--- config.mk ---
export PLATFORM = sky130hd
export DESIGN_NAME = frame_trigger_ctrl
export DESIGN_NICKNAME = d
export VERILOG_FILES = /design/src/hdl/frame_sync_pkg.sv /design/src/hdl/frame_trigger_ctrl.sv /design/src/hdl/roi_brightness.sv
export SDC_FILE = /design/constraint.sdc
export NUM_CORES = 1
export LEC_CHECK = 0
export BUFFER_PORTS_ARGS = -buffer_cell sky130_fd_sc_hd__buf_2
export CORE_MARGIN = 2
export CORE_UTILIZATION = 48
export CTS_CLUSTER_SIZE = 14
export DETAILED_ROUTE_END_ITERATION = 8
export GPL_ROUTABILITY_DRIVEN = 0
export MAX_ROUTING_LAYER = met4
export PLACE_DENSITY = 0.67
export REMOVE_ABC_BUFFERS = 1
export SKIP_LAST_GASP = 1
export SYNTH_ARGS = -nofsm -noshare
export SYNTH_HDL_FRONTEND = slang
export SYNTH_SLANG_ARGS = --single-unit
--- constraint.sdc ---
create_clock -name clk -period 7.3 [get_ports clk]
set_input_delay 0.73 -clock clk [delete_from_list [all_inputs] [get_ports clk]]
set_output_delay 0.73 -clock clk [all_outputs]
set_load 0.05 [all_outputs]
--- src/hdl/frame_sync_pkg.sv ---
// Package for the frame synchronisation block: register map, field widths, modes.
// Assumes one 10 MHz clock domain and a plain strobe register port.
package frame_sync_pkg;

  localparam int unsigned ADDR_W   = 4;
  localparam int unsigned DATA_W   = 32;
  localparam int unsigned PIX_W    = 8;
  localparam int unsigned LINE_W   = 16;
  localparam int unsigned ACC_W    = 16;
  localparam int unsigned NSRC     = 6;
  localparam int unsigned DEB_W    = 2;

  localparam logic [ADDR_W-1:0] REG_CTRL     = 4'h0;
  localparam logic [ADDR_W-1:0] REG_AFTER    = 4'h1;
  localparam logic [ADDR_W-1:0] REG_MAXLINES = 4'h2;
  localparam logic [ADDR_W-1:0] REG_ROI      = 4'h3;
  localparam logic [ADDR_W-1:0] REG_LEVELS   = 4'h4;
  localparam logic [ADDR_W-1:0] REG_STATUS   = 4'h5;

  localparam logic [LINE_W-1:0] MAXLINES_RST = 16'hffff;
  localparam logic [LINE_W-1:0] ROI_START_RST = 16'h0001;
  localparam logic [PIX_W-1:0]  RISE_RST     = 8'h80;
  localparam logic [PIX_W-1:0]  FALL_RST     = 8'h40;
  localparam logic [PIX_W-1:0]  LEVEL_MIN    = 8'h01;
  localparam logic [PIX_W-1:0]  LEVEL_MAX    = 8'hfe;
  localparam logic [2:0]        SRC_INTERNAL = 3'h4;

  // Debounce lengths in lines for levels 0..3.
  localparam logic [3:0] DEB_LEN0 = 4'h0;
  localparam logic [3:0] DEB_LEN1 = 4'h2;
  localparam logic [3:0] DEB_LEN2 = 4'h4;
  localparam logic [3:0] DEB_LEN3 = 4'h8;

  typedef enum logic [1:0] {
    MODE_FREE  = 2'h0,
    MODE_START = 2'h1,
    MODE_RSVD  = 2'h2,
    MODE_SS    = 2'h3
  } scan_mode_t;

  typedef enum logic [1:0] {
    ROI_32  = 2'h0,
    ROI_64  = 2'h1,
    ROI_128 = 2'h2,
    ROI_256 = 2'h3
  } roi_len_t;

  typedef struct packed {
    logic               trig_low_active;
    logic               max_stop_en;
    logic [DEB_W-1:0]   debounce;
    logic [2:0]         source;
    scan_mode_t         mode;
  } ctrl_t;

  typedef struct packed {
    logic             valid;
    logic             line_start;
    logic [PIX_W-1:0] data;
  } pixel_t;

endpackage

--- src/hdl/frame_trigger_ctrl.sv ---
// Frame-valid generation for triggered start-and-stop scanning with trailing lines,
// max-line stop and a selectable external or brightness trigger source.
// Assumes line_pulse and pixels on clk; trigger pins are asynchronous.
//
// Overview of operation
// - In start-stop mode add programmed trailing lines, 0 to 65535, after stop.
// - With max-line stop on, end frame at max line count lacking stop edge.
// - Max-line stop acts only in start-and-stop mode.
// - Max line count is 1 to 65535, used only in start-stop with option.
// - Region mean brightness crossing a threshold starts or stops the frame.
// - Trigger source selects external inputs or internal; all support debouncing.
// - Internal trigger follows scan mode and selected edge polarity.
// - Region start pixel is at least 1, used only with internal source.
// - Scan mode selects free-running, start only, reserved, start-and-stop.
// - Start-stop frame valid follows trigger after start delay, length by pulse.
// - Rising and falling thresholds are each 1 to 254.
// - Region length selects 32, 64, 128 or 256 pixels.
module frame_trigger_ctrl (
  input  wire logic                              clk,
  input  wire logic                              arst_n,
  input  wire logic [frame_sync_pkg::ADDR_W-1:0] addr,
  input  wire logic [frame_sync_pkg::DATA_W-1:0] wdata,
  input  wire logic                              wr,
  input  wire logic                              rd,
  output logic [frame_sync_pkg::DATA_W-1:0]      rdata_q,
  input  wire logic                              line_pulse,
  input  wire frame_sync_pkg::pixel_t            pix,
  input  wire logic [frame_sync_pkg::NSRC-2:0]   trig_pins,
  input  wire logic [frame_sync_pkg::LINE_W-1:0] start_delay,
  input  wire logic [frame_sync_pkg::LINE_W-1:0] scan_lines,
  output logic                                   fval_q
);

  typedef enum logic [2:0] {
    ST_IDLE, ST_DELAY, ST_ACTIVE, ST_TRAIL, ST_WAIT_REL
  } fstate_t;

  frame_sync_pkg::ctrl_t             ctrl_q, ctrl_d;
  logic [frame_sync_pkg::LINE_W-1:0] after_q, after_d;
  logic [frame_sync_pkg::LINE_W-1:0] maxl_q, maxl_d;
  logic [frame_sync_pkg::LINE_W-1:0] roi_start_q, roi_start_d;
  frame_sync_pkg::roi_len_t          roi_len_q, roi_len_d;
  logic [frame_sync_pkg::PIX_W-1:0]  rise_q, rise_d;
  logic [frame_sync_pkg::PIX_W-1:0]  fall_q, fall_d;
  logic [frame_sync_pkg::DATA_W-1:0] rdata_d;
  logic [frame_sync_pkg::NSRC-2:0]   sync1_q, sync2_q;
  logic                              bright;
  logic [frame_sync_pkg::PIX_W-1:0]  mean;
  logic                              raw_trig;
  logic                              deb_q, deb_d;
  logic [3:0]                        deb_cnt_q, deb_cnt_d;
  logic [3:0]                        deb_len;
  logic                              trig_prev_q, trig_prev_d;
  logic                              trig_act;
  fstate_t                           st_q, st_d;
  logic [frame_sync_pkg::LINE_W-1:0] cnt_q, cnt_d;
  logic [frame_sync_pkg::LINE_W-1:0] lines_q, lines_d;
  logic                              fval_d;
  logic [frame_sync_pkg::LINE_W-1:0] wlo;

  roi_brightness u_roi (
    .clk        (clk),
    .arst_n     (arst_n),
    .pix        (pix),
    .roi_start  (roi_start_q),
    .roi_len    (roi_len_q),
    .rise_level (rise_q),
    .fall_level (fall_q),
    .bright_q   (bright),
    .mean_q     (mean)
  );

  // Register port.
  always_comb begin
    ctrl_d      = ctrl_q;
    after_d     = after_q;
    maxl_d      = maxl_q;
    roi_start_d = roi_start_q;
    roi_len_d   = roi_len_q;
    rise_d      = rise_q;
    fall_d      = fall_q;
    rdata_d     = '0;
    wlo         = wdata[frame_sync_pkg::LINE_W-1:0];
    if (wr) begin
      case (addr)
        frame_sync_pkg::REG_CTRL:  ctrl_d = frame_sync_pkg::ctrl_t'(wdata[8:0]);
        frame_sync_pkg::REG_AFTER: after_d = wlo;
        frame_sync_pkg::REG_MAXLINES: maxl_d = (wlo == 16'h0000) ? 16'h0001 : wlo;
        frame_sync_pkg::REG_ROI: begin
          roi_start_d = (wlo == 16'h0000) ? 16'h0001 : wlo;
          roi_len_d   = frame_sync_pkg::roi_len_t'(wdata[17:16]);
        end
        frame_sync_pkg::REG_LEVELS: begin
          rise_d = (wdata[7:0] < frame_sync_pkg::LEVEL_MIN) ? frame_sync_pkg::LEVEL_MIN :
                   (wdata[7:0] > frame_sync_pkg::LEVEL_MAX) ? frame_sync_pkg::LEVEL_MAX :
                   wdata[7:0];
          fall_d = (wdata[15:8] < frame_sync_pkg::LEVEL_MIN) ? frame_sync_pkg::LEVEL_MIN :
                   (wdata[15:8] > frame_sync_pkg::LEVEL_MAX) ? frame_sync_pkg::LEVEL_MAX :
                   wdata[15:8];
        end
        default: ;
      endcase
    end
    if (rd) begin
      case (addr)
        frame_sync_pkg::REG_CTRL:     rdata_d = {23'h000000, ctrl_q};
        frame_sync_pkg::REG_AFTER:    rdata_d = {16'h0000, after_q};
        frame_sync_pkg::REG_MAXLINES: rdata_d = {16'h0000, maxl_q};
        frame_sync_pkg::REG_ROI:      rdata_d = {14'h0000, roi_len_q, roi_start_q};
        frame_sync_pkg::REG_LEVELS:   rdata_d = {16'h0000, fall_q, rise_q};
        frame_sync_pkg::REG_STATUS:
          rdata_d = {5'h00, mean, lines_q[15:0], fval_q, bright, deb_q};
        default:                      rdata_d = '0;
      endcase
    end
  end

  // Trigger source select and line-based debounce.
  always_comb begin
    if (ctrl_q.source == frame_sync_pkg::SRC_INTERNAL) begin
      raw_trig = bright;
    end else if (ctrl_q.source < frame_sync_pkg::SRC_INTERNAL) begin
      raw_trig = sync2_q[ctrl_q.source[1:0]];
    end else begin
      raw_trig = sync2_q[frame_sync_pkg::NSRC-2];
    end
    case (ctrl_q.debounce)
      2'h0:    deb_len = frame_sync_pkg::DEB_LEN0;
      2'h1:    deb_len = frame_sync_pkg::DEB_LEN1;
      2'h2:    deb_len = frame_sync_pkg::DEB_LEN2;
      default: deb_len = frame_sync_pkg::DEB_LEN3;
    endcase
    deb_d     = deb_q;
    deb_cnt_d = deb_cnt_q;
    if (raw_trig == deb_q) begin
      deb_cnt_d = 4'h0;
    end else if (deb_len == 4'h0) begin
      deb_d = raw_trig;
    end else if (line_pulse) begin
      deb_cnt_d = deb_cnt_q + 4'h1;
      if (deb_cnt_d >= deb_len) begin
        deb_d     = raw_trig;
        deb_cnt_d = 4'h0;
      end
    end
    trig_act    = deb_q ^ ctrl_q.trig_low_active;
    trig_prev_d = trig_act;
  end

  // Frame state machine; delay, active and trailing states advance on line pulses.
  always_comb begin
    st_d    = st_q;
    cnt_d   = cnt_q;
    lines_d = lines_q;
    fval_d  = fval_q;
    case (st_q)
      ST_IDLE: begin
        fval_d = 1'b0;
        if (ctrl_q.mode == frame_sync_pkg::MODE_FREE ||
            (trig_act && !trig_prev_q && (ctrl_q.mode == frame_sync_pkg::MODE_START ||
                                         ctrl_q.mode == frame_sync_pkg::MODE_SS))) begin
          st_d  = ST_DELAY;
          cnt_d = '0;
        end
      end
      ST_DELAY: if (line_pulse) begin
        if (cnt_q >= start_delay) begin
          st_d    = ST_ACTIVE;
          fval_d  = 1'b1;
          lines_d = 16'h0001;
        end else begin
          cnt_d = cnt_q + 16'h0001;
        end
      end
      ST_ACTIVE: if (line_pulse) begin
        lines_d = lines_q + 16'h0001;
        if (ctrl_q.mode == frame_sync_pkg::MODE_SS) begin
          if (!trig_act) begin
            st_d  = (after_q == 16'h0000) ? ST_IDLE : ST_TRAIL;
            cnt_d = 16'h0001;
            fval_d = (after_q != 16'h0000);
          end else if (ctrl_q.max_stop_en && lines_q >= maxl_q) begin
            st_d   = ST_WAIT_REL;
            fval_d = 1'b0;
          end
        end else if (lines_q >= scan_lines) begin
          st_d   = ST_IDLE;
          fval_d = 1'b0;
        end
      end
      ST_TRAIL: if (line_pulse) begin
        if (cnt_q >= after_q) begin
          st_d   = ST_IDLE;
          fval_d = 1'b0;
        end else begin
          cnt_d = cnt_q + 16'h0001;
        end
      end
      ST_WAIT_REL: begin
        fval_d = 1'b0;
        if (!trig_act) begin
          st_d = ST_IDLE;
        end
      end
      default: begin
        st_d   = ST_IDLE;
        fval_d = 1'b0;
      end
    endcase
  end

  always_ff @(posedge clk or negedge arst_n) begin
    if (!arst_n) begin
      ctrl_q      <= '0;
      after_q     <= '0;
      maxl_q      <= frame_sync_pkg::MAXLINES_RST;
      roi_start_q <= frame_sync_pkg::ROI_START_RST;
      roi_len_q   <= frame_sync_pkg::ROI_32;
      rise_q      <= frame_sync_pkg::RISE_RST;
      fall_q      <= frame_sync_pkg::FALL_RST;
      rdata_q     <= '0;
      sync1_q     <= '0;
      sync2_q     <= '0;
      deb_q       <= 1'b0;
      deb_cnt_q   <= '0;
      trig_prev_q <= 1'b0;
      st_q        <= ST_IDLE;
      cnt_q       <= '0;
      lines_q     <= '0;
      fval_q      <= 1'b0;
    end else begin
      ctrl_q      <= ctrl_d;
      after_q     <= after_d;
      maxl_q      <= maxl_d;
      roi_start_q <= roi_start_d;
      roi_len_q   <= roi_len_d;
      rise_q      <= rise_d;
      fall_q      <= fall_d;
      rdata_q     <= rdata_d;
      sync1_q     <= trig_pins;
      sync2_q     <= sync1_q;
      deb_q       <= deb_d;
      deb_cnt_q   <= deb_cnt_d;
      trig_prev_q <= trig_prev_d;
      st_q        <= st_d;
      cnt_q       <= cnt_d;
      lines_q     <= lines_d;
      fval_q      <= fval_d;
    end
  end

endmodule

--- src/hdl/roi_brightness.sv ---
// Region brightness trigger: averages region pixels per line, compares with thresholds.
// Assumes pixels arrive on the same clock, counted from 1 after each line start.
module roi_brightness (
  input  wire logic                              clk,
  input  wire logic                              arst_n,
  input  wire frame_sync_pkg::pixel_t            pix,
  input  wire logic [frame_sync_pkg::LINE_W-1:0] roi_start,
  input  wire frame_sync_pkg::roi_len_t          roi_len,
  input  wire logic [frame_sync_pkg::PIX_W-1:0]  rise_level,
  input  wire logic [frame_sync_pkg::PIX_W-1:0]  fall_level,
  output logic                                   bright_q,
  output logic [frame_sync_pkg::PIX_W-1:0]       mean_q
);

  logic [frame_sync_pkg::LINE_W-1:0] pos_q, pos_d;
  logic [frame_sync_pkg::ACC_W-1:0]  acc_q, acc_d;
  logic [8:0]                        left_q, left_d;
  logic                              bright_d;
  logic [frame_sync_pkg::PIX_W-1:0]  mean_d;
  logic [8:0]                        len;
  logic [frame_sync_pkg::PIX_W-1:0]  avg;
  logic [frame_sync_pkg::ACC_W-1:0]  sum;

  always_comb begin
    case (roi_len)
      frame_sync_pkg::ROI_32:  len = 9'h020;
      frame_sync_pkg::ROI_64:  len = 9'h040;
      frame_sync_pkg::ROI_128: len = 9'h080;
      default:                 len = 9'h100;
    endcase
  end

  always_comb begin
    pos_d    = pos_q;
    acc_d    = acc_q;
    left_d   = left_q;
    bright_d = bright_q;
    mean_d   = mean_q;
    sum      = acc_q + {8'h00, pix.data};
    case (roi_len)
      frame_sync_pkg::ROI_32:  avg = sum[12:5];
      frame_sync_pkg::ROI_64:  avg = sum[13:6];
      frame_sync_pkg::ROI_128: avg = sum[14:7];
      default:                 avg = sum[15:8];
    endcase
    if (pix.valid) begin
      pos_d = pix.line_start ? 16'h0001 : pos_q + 16'h0001;
      if (pos_d == roi_start) begin
        acc_d  = {8'h00, pix.data};
        left_d = len - 9'h001;
      end else if (left_q != 9'h000) begin
        acc_d  = sum;
        left_d = left_q - 9'h001;
        if (left_q == 9'h001) begin
          mean_d = avg;
          if (avg >= rise_level) begin
            bright_d = 1'b1;
          end else if (avg <= fall_level) begin
            bright_d = 1'b0;
          end
        end
      end
    end
  end

  always_ff @(posedge clk or negedge arst_n) begin
    if (!arst_n) begin
      pos_q    <= '0;
      acc_q    <= '0;
      left_q   <= '0;
      bright_q <= 1'b0;
      mean_q   <= '0;
    end else begin
      pos_q    <= pos_d;
      acc_q    <= acc_d;
      left_q   <= left_d;
      bright_q <= bright_d;
      mean_q   <= mean_d;
    end
  end

endmodule

==> flow_summary.toml, run 1 <==
[outcome]
status = "complete, no violations"

[synthesis]
synth_area_leader_cell = "dfrtp_1"
syn_inst = 1345
ys_seq_area_frac = 0.3966
synth.distinct_cells = 81
synth_area_mm2 = 0.01293
ys_ff_latch = 204
yosys-top-cells-area = "dfrtp_1 36%, ha_1 9.4%, mux2_2 7.5%, dfstp_2 3.9%, inv_1 3.0%"
netlist.area_leader.share = 0.3580
yosysWarningCount = 0
async_flop_share = 1.000
ys.flop_type = "dfrtp_1"
synth_edf_count = 0
synth_area_per_cell_um2 = 9.615

[setup_path]
critPathMostFrequentCell = "a21oi_1"
required_ps = 7690
crit_path_top_delay_cell = "a21oi_1"
critical_path_arrival_ps = 5020
endpoint_kind = "flip-flop"
cp-start-kind = "flip-flop"
path_class = "flip-flop to flip-flop"
reg2reg_slack_ps = 2670
worstPathCellList = "ha_1 -> a21o_1 -> a21oi_1 -> o21ai_0 -> a21oi_1 -> a21oi_1 -> a221o_1 -> mux2i_1 -> ha_1 -> nor2b_1 -> o21a_1 -> o21ai_0 -> nand2b_1 -> a21oi_1 -> o21ai_0 -> a2111oi_0 -> o22ai_1"
cp_max_fo = 9
critical_path.max_stage_delay_ps = 680
crit_buf_inv = 0
path_delay_family = "compound AO/OA/AOI/OAI gates"

[finish]
drive_gt1_frac = 0.2031
area_delta_synth_final_pct = 12.79
nets = 1606
fin_cells = 1780
fin_util = 0.5458

[place]
placed_cells = 1734
dp.final_hpwl_um = 25010
portBuffers = 101

[power]
peakVddDrop_uv = 141.0
pwr_density_cell_mw_per_mm2 = 300.4
p_total_w = 0.004382
power.leakage_nw = 6.849

[sta]
whs_ps = 278.0
slew_violations = 0
fin_skew_ps = 10.98
tns_ps = 0
max_clock_freq_mhz = 215.8
worst_pin_slew_ps = 1207
relSlewSlack = 0.1944
rsz0062_at_grt = "false"
setup_violations = 0
hold_viol_final = 0
finalCriticalPeriod_ps = 4633
post-route-period-util = 0.6347

[global_route]
track_usage = 0.2549
antenna_found_initial = 1
first_global_vias = 10540
grt-ovfl-total = 0
grt_start_max_net_pins = 93
grt_pass1_wl_um = 56210

[die]
coreArea_mm2 = 0.02673
initial_utilization = 0.4839
die_w_um = 168.1
dieArea_mm2 = 0.02827
pin_count = 121
rows = 60
die_h_um = 168.1

[clocking]
cts_buffers = 25
h-tree-depth = 1
postCtsHoldBufs = 0
clock_latency_ps = 520
clkTransAtPathRegs_ps = 60
cts_tree = "done"
clockBufferDepth = 3
post_cts_buffers = 0
root_buffer = "clkbuf_16"
cts_num_sinks = 204
cts_resized = 0

[routing]
drt_iter0_drc = 880
viasPerCell = 6.048
drc = 0
drtPass1Iterations = 8
antenna_left = 0
vias = 10770
routedWlPerCell_um = 19.57
drt-total-wl_um = 34840

[min_path]
hold_path.class = "input pin to asynchronous set/reset pin"

[job]
drv_cap = 0
==> cells in the mapped netlist (5+ instances only) <==
master / number
dfrtp_1: 185
inv_1: 103
ha_1: 97
nand2_1: 93
mux2_2: 86
nor2_1: 77
o21ai_0: 72
a21oi_1: 57
clkbuf_1: 43
nand3_1: 41
a21o_1: 37
a22oi_1: 36
nor3_1: 31
and3_1: 29
nand4_1: 24
xnor2_1: 24
dfstp_2: 19
nor4_1: 18
nand2b_1: 16
o211ai_1: 16
a31oi_1: 15
mux2i_1: 15
or4_1: 15
or3_1: 14
nor2b_1: 12
a211oi_1: 11
buf_2: 9
xor2_1: 9
buf_4: 8
o221a_2: 8
o2bb2ai_1: 8
a222oi_1: 7
a22o_1: 6
o21a_1: 6
buf_1: 5
nor3b_1: 5
nor4b_1: 5
o22ai_1: 5
o31ai_1: 5
==> path summary, 6_finish.rpt <==
path                                   to           start  cells after the start
max                        u_roi.bright_q  u_roi.acc_q[1]                     17
min                        u_roi.pos_q[6]          arst_n                      1
max reg2reg                u_roi.bright_q  u_roi.acc_q[1]                     17
min reg2reg                    sync2_q[0]      sync1_q[0]                      0
max in group asynchronous       cnt_q[13]          arst_n                      2
min in group clk               sync1_q[1]    trig_pins[1]                      1
==> worst register-to-register path, cell delays in order, from the launching register on <==
cell and delay [ps]:
dfrtp_1 420, ha_1 290, a21o_1 160, a21oi_1 260, o21ai_0 190, a21oi_1 680
a21oi_1 90, a221o_1 350, mux2i_1 430, ha_1 340, nor2b_1 130, o21a_1 150
o21ai_0 140, nand2b_1 80, a21oi_1 140, o21ai_0 80, a2111oi_0 440, o22ai_1 130
==> layout by cell type, fill, tap and decap left out, types with 19 or more instances in the layout <==
cell type,netlist,layout
buf_2,9,100
inv_1,103,103
dfstp_2,19,19
nand3_1,41,41
mux2_2,86,86
xnor2_1,24,24
a21oi_1,57,57
a21o_1,37,37
ha_1,97,97
o21ai_0,72,72
nor3_1,31,29
a22oi_1,36,36
and3_1,29,29
nand2_1,93,93
nor2_1,77,76
clkbuf_16,0,25
nand4_1,24,24
dfrtp_1,185,185
==> cell families after synthesis <==
| group | count (synthesis) | share of synthesized area |
|---|---|---|
| flops | 204 | 0.3966 |
| fa+ha+maj | 98 | 0.09539 |
| compound gates | 326 | 0.1724 |
| mux | 103 | 0.08940 |
| buf+inv | 171 | 0.05350 |
| simple gates | 408 | 0.1682 |
| other cells | 1 | 0.0002900 |
| xor+xnor | 34 | 0.02419 |
==> per-stage QoR <==
step	cell area, µm²	setup slack (ps)
final	14590	2667
after global routing	14590	2364
after CTS	14580	2771
after detailed placement	13710	2348
after global placement	13710	2410
after floorplan	12650	3229
==> area by class of cell <==
class	instances	area (µm²)
clock inverter	16	206.4
multi-input combinational	974	7172
tap	341	426.7
fill	2409	12140
timing repair buffer	111	589.3
antenna	1	2.502
sequential	204	5129
inverter	104	390.4
clock buffer	29	670.6
==> flip-flops by register name (all words and copies together), names as in the netlist <==
signal and flops:
rdata_q 27, sync1_q 5, u_roi.left_q 9, deb_q 1
roi_len_q 2, trig_prev_q 1, ctrl_q 9, u_roi.acc_q 16
st_q 3, roi_start_q 16, fval_q 1, after_q 16
lines_q 16, sync2_q 5, u_roi.pos_q 16, deb_cnt_q 4
u_roi.bright_q 1, rise_q 8, u_roi.mean_q 8, fall_q 8
cnt_q 16, maxl_q 16
==> per-layer routing <==
layer | wire length [µm] | vias to the layer above | GRT usage
met4 | 1117 | 0 | 0.08208
li1 | - | 5108 | -
met3 | 2176 | 68 | 0.03362
met5 | 0 | - | -
met2 | 16450 | 334 | 0.4154
met1 | 15100 | 5255 | 0.3322
==> report_power, final <==
part | internal [W] | total [W] | switching, W
Clock | 0.000803 | 0.00132 | 0.000515
Combinational | 0.000637 | 0.00141 | 0.000769
Sequential | 0.00135 | 0.00166 | 0.000303
Note: power is estimated with default switching activity, not from simulation.
==> inputs of run 2 (changes only) <==
Settings changed: ABC_AREA set to 1.
Clock period 7.3 ns to 4.9 ns, I/O delays scaled along.
==> run 2 against run 1 <==
  * The flow now finishes with violations (hold timing)
  * Via count increased by 12%
  * Sequential share of layout area increased by 0.097 points
  * Clock skew about the same
  * Worst setup slack got worse by 1300 ps
  * Utilization decreased by 0.30 points
  * Fmax increased by 30%
  * Count of clock-buffer cells in the layout increased by 3
  * Routed wire length increased by 5.2%
  * Die area increased by 0.48%
  * Critical endpoint unchanged
  * Largest cell class unchanged
==> flow_summary.toml, run 2 <==
[outcome]
status = "finished with violations"
violations = "hold timing"

[setup_path]
crit_buf_inv = 0
critical_path.max_stage_delay_ps = 410
critical_path_arrival_ps = 3980
required_ps = 5310
r2r-start = "u_roi.acc_q[0]"
crit_path_top_delay_cell = "fa_1"
cp_max_fo = 6
path_class = "flip-flop to flip-flop"
worstPathCellList = "ha_1 -> fa_1 -> nand3_1 -> nand2_1 -> nand3_1 -> nand2_1 -> xor2_1 -> nand2_1 -> nand2_1 -> nand2_1 -> a21oi_1 -> ha_1 -> nand2_1 -> nor2_1 -> a211oi_1 -> o221ai_1 -> o21ai_0 -> nand3_1 -> nand2_1 -> nand2_1"
endpoint_kind = "flip-flop"
cp-start-kind = "flip-flop"
cp-startpoint = "u_roi.acc_q[0]"
critPathMostFrequentCell = "nand2_1"
rr_worst_depth = 20
path_delay_family = "simple AND/OR/NAND/NOR gates"
reg2reg_slack_ps = 1330
r2r-end = "u_roi.bright_q"

[finish]
area_delta_synth_final_pct = 11.93
mostFrequentLayoutCells = "488 x nand2_1, 231 x inv_1, 185 x dfrtp_1"
top_register = "rdata_q"
largest_reg_flops = 27
nets = 2031
drive_gt1_frac = 0.1053
final_common_cell = "nand2_1"
fin_util = 0.5428
fin_cells = 2203

[min_path]
hold_path.class = "input pin to asynchronous set/reset pin"

[die]
rows = 60
die_w_um = 168.5
initial_utilization = 0.4849
pin_count = 121
dieArea_mm2 = 0.02841
die_h_um = 168.5
coreArea_mm2 = 0.02680

[clocking]
cts_tree = "done"
postCtsHoldBufs = 0
clockBufferDepth = 3
cts_num_sinks = 204
root_buffer = "clkbuf_16"
cts_buffers = 23
cts_resized = 0
clkTransAtPathRegs_ps = 60
post_cts_buffers = 0
h-tree-depth = 1
clock_latency_ps = 520

[sta]
setup_violations = 0
whs_ps = -13.32
hold_viol_final = 8
max_clock_freq_mhz = 280.1
post-route-period-util = 0.7286
rsz0062_at_grt = "false"
relSlewSlack = 0.3583
tns_ps = 0
worst_pin_slew_ps = 960.2
slew_violations = 0
fin_skew_ps = 11.40
finalCriticalPeriod_ps = 3570

[routing]
drt_iter0_drc = 1026
viasPerCell = 5.490
wl_met2_um = 16380
routedWlPerCell_um = 16.64
highest_layer = "met4"
drt-total-wl_um = 36650
wl_met3_um = 2628
drc = 0
drtPass1Iterations = 5
met1_length_um = 16490
antenna_left = 0
vias = 12090

[global_route]
first_global_vias = 11180
antenna_found_initial = 1
grt_start_max_net_pins = 77
grt-ovfl-total = 0
grt_pass1_wl_um = 58930
track_usage = 0.2674

[synthesis]
yosysWarningCount = 0
synth_area_leader_cell = "dfrtp_1"
ys_seq_area_frac = 0.3946
synth_most_common_cell = "nand2_1"
ys_top_cells_by_count = "488 x nand2_1, 231 x inv_1, 185 x dfrtp_1, 133 x o21ai_0, 132 x nand3_1"
synth_area_per_cell_um2 = 7.418
ys.flop_type = "dfrtp_1"
netlist.area_leader.share = 0.3562
synth.distinct_cells = 49
yosys-top-cells-area = "dfrtp_1 36%, nand2_1 14%, ha_1 9.3%, inv_1 6.7%, o21ai_0 5.1%"
async_flop_share = 1.000
synth_edf_count = 0
synth_area_mm2 = 0.01300
syn_inst = 1752
ys_ff_latch = 204

[power]
pwr_density_cell_mw_per_mm2 = 442.1
power.leakage_nw = 7.502
peakVddDrop_uv = 306.2

[job]
drv_cap = 0

[place]
dp.final_hpwl_um = 27660
placed_cells = 2161
portBuffers = 101
## run 2: changes by cell type in the layout (fill, tap and decap cells not counted), sizes merged, moves of 20 or more
cell and delta:
nand2 +395, inv +130, nand3 +92, mux2 -87, o21ai +65, nor2 +63
a22oi -35, a21o -34, and3 -29, nand4 +20
## run 2: per-layer routing
layer,vias to the layer above,global-route usage
li1,5959,-
met1,5645,0.3666
met2,411,0.4131
met3,79,0.04325
met4,0,0.07496
met5,-,-
## run 2: worst max-delay path by stage
stage	cells after the start	to	slack (ps)
after detailed placement	21	u_roi.bright_q	1180
final	20	u_roi.bright_q	1330
after CTS	20	u_roi.bright_q	1410
after global placement	21	u_roi.bright_q	1220
after global routing	18	u_roi.bright_q	1020
after floorplan	19	u_roi.bright_q	1780
## run 2: cell families after synthesis
| logic type | synth area share |
|---|---|
| and+or+nand+nor | 0.2803 |
| AOI/OAI and AO/OA | 0.1209 |
| xor gates and xnor gates | 0.02359 |
| adders and majority gates | 0.09493 |
| buffers and inverters | 0.08530 |
| DFF | 0.3946 |
| other | 0.0002885 |
## run 2: layout make-up
cell class	instances	area, µm²
clock buffers	32	659.4
inverters	237	889.6
repair buffers	110	581.8
multi-input cells	1269	6777
flip-flops and latches	204	5129
well taps	341	426.7
diodes	1	2.502
fillers	2616	12250
clock inverters	9	81.33
## run 2: metrics by stage
stage | hold slack, ps | worst slack, ps | instance area [µm²] | total power [W]
after floorplan | 194.4 | 1780 | 12790 | 0.004002
after global placement | 332.3 | 1216 | 13800 | 0.004643
after detailed placement | 340.3 | 1185 | 13800 | 0.004722
after CTS | 14.12 | 1407 | 14540 | 0.006445
after global routing | 35.83 | 1016 | 14550 | 0.006913
final | -13.32 | 1330 | 14550 | 0.006430
## run 2: worst reg2reg max path: cells and delay by family (launching register included)
kind                     cells  cell delay [ps]
AO/OA/AOI/OAI                4              770
XOR/XNOR                     1              380
adder cells (fa/ha/maj)      3              950
flip-flops                   1              380
AND/OR/NAND/NOR             12             1000
## run 2: where the power goes
group	total, W	internal, W	leakage, nW	switching, W
registers	0.00240	0.00205	2.59	0.000346
logic	0.00233	0.000792	4.55	0.00153
clock network	0.00170	0.000992	0.359	0.000712
total	0.00643	0.00384	7.50	0.00259
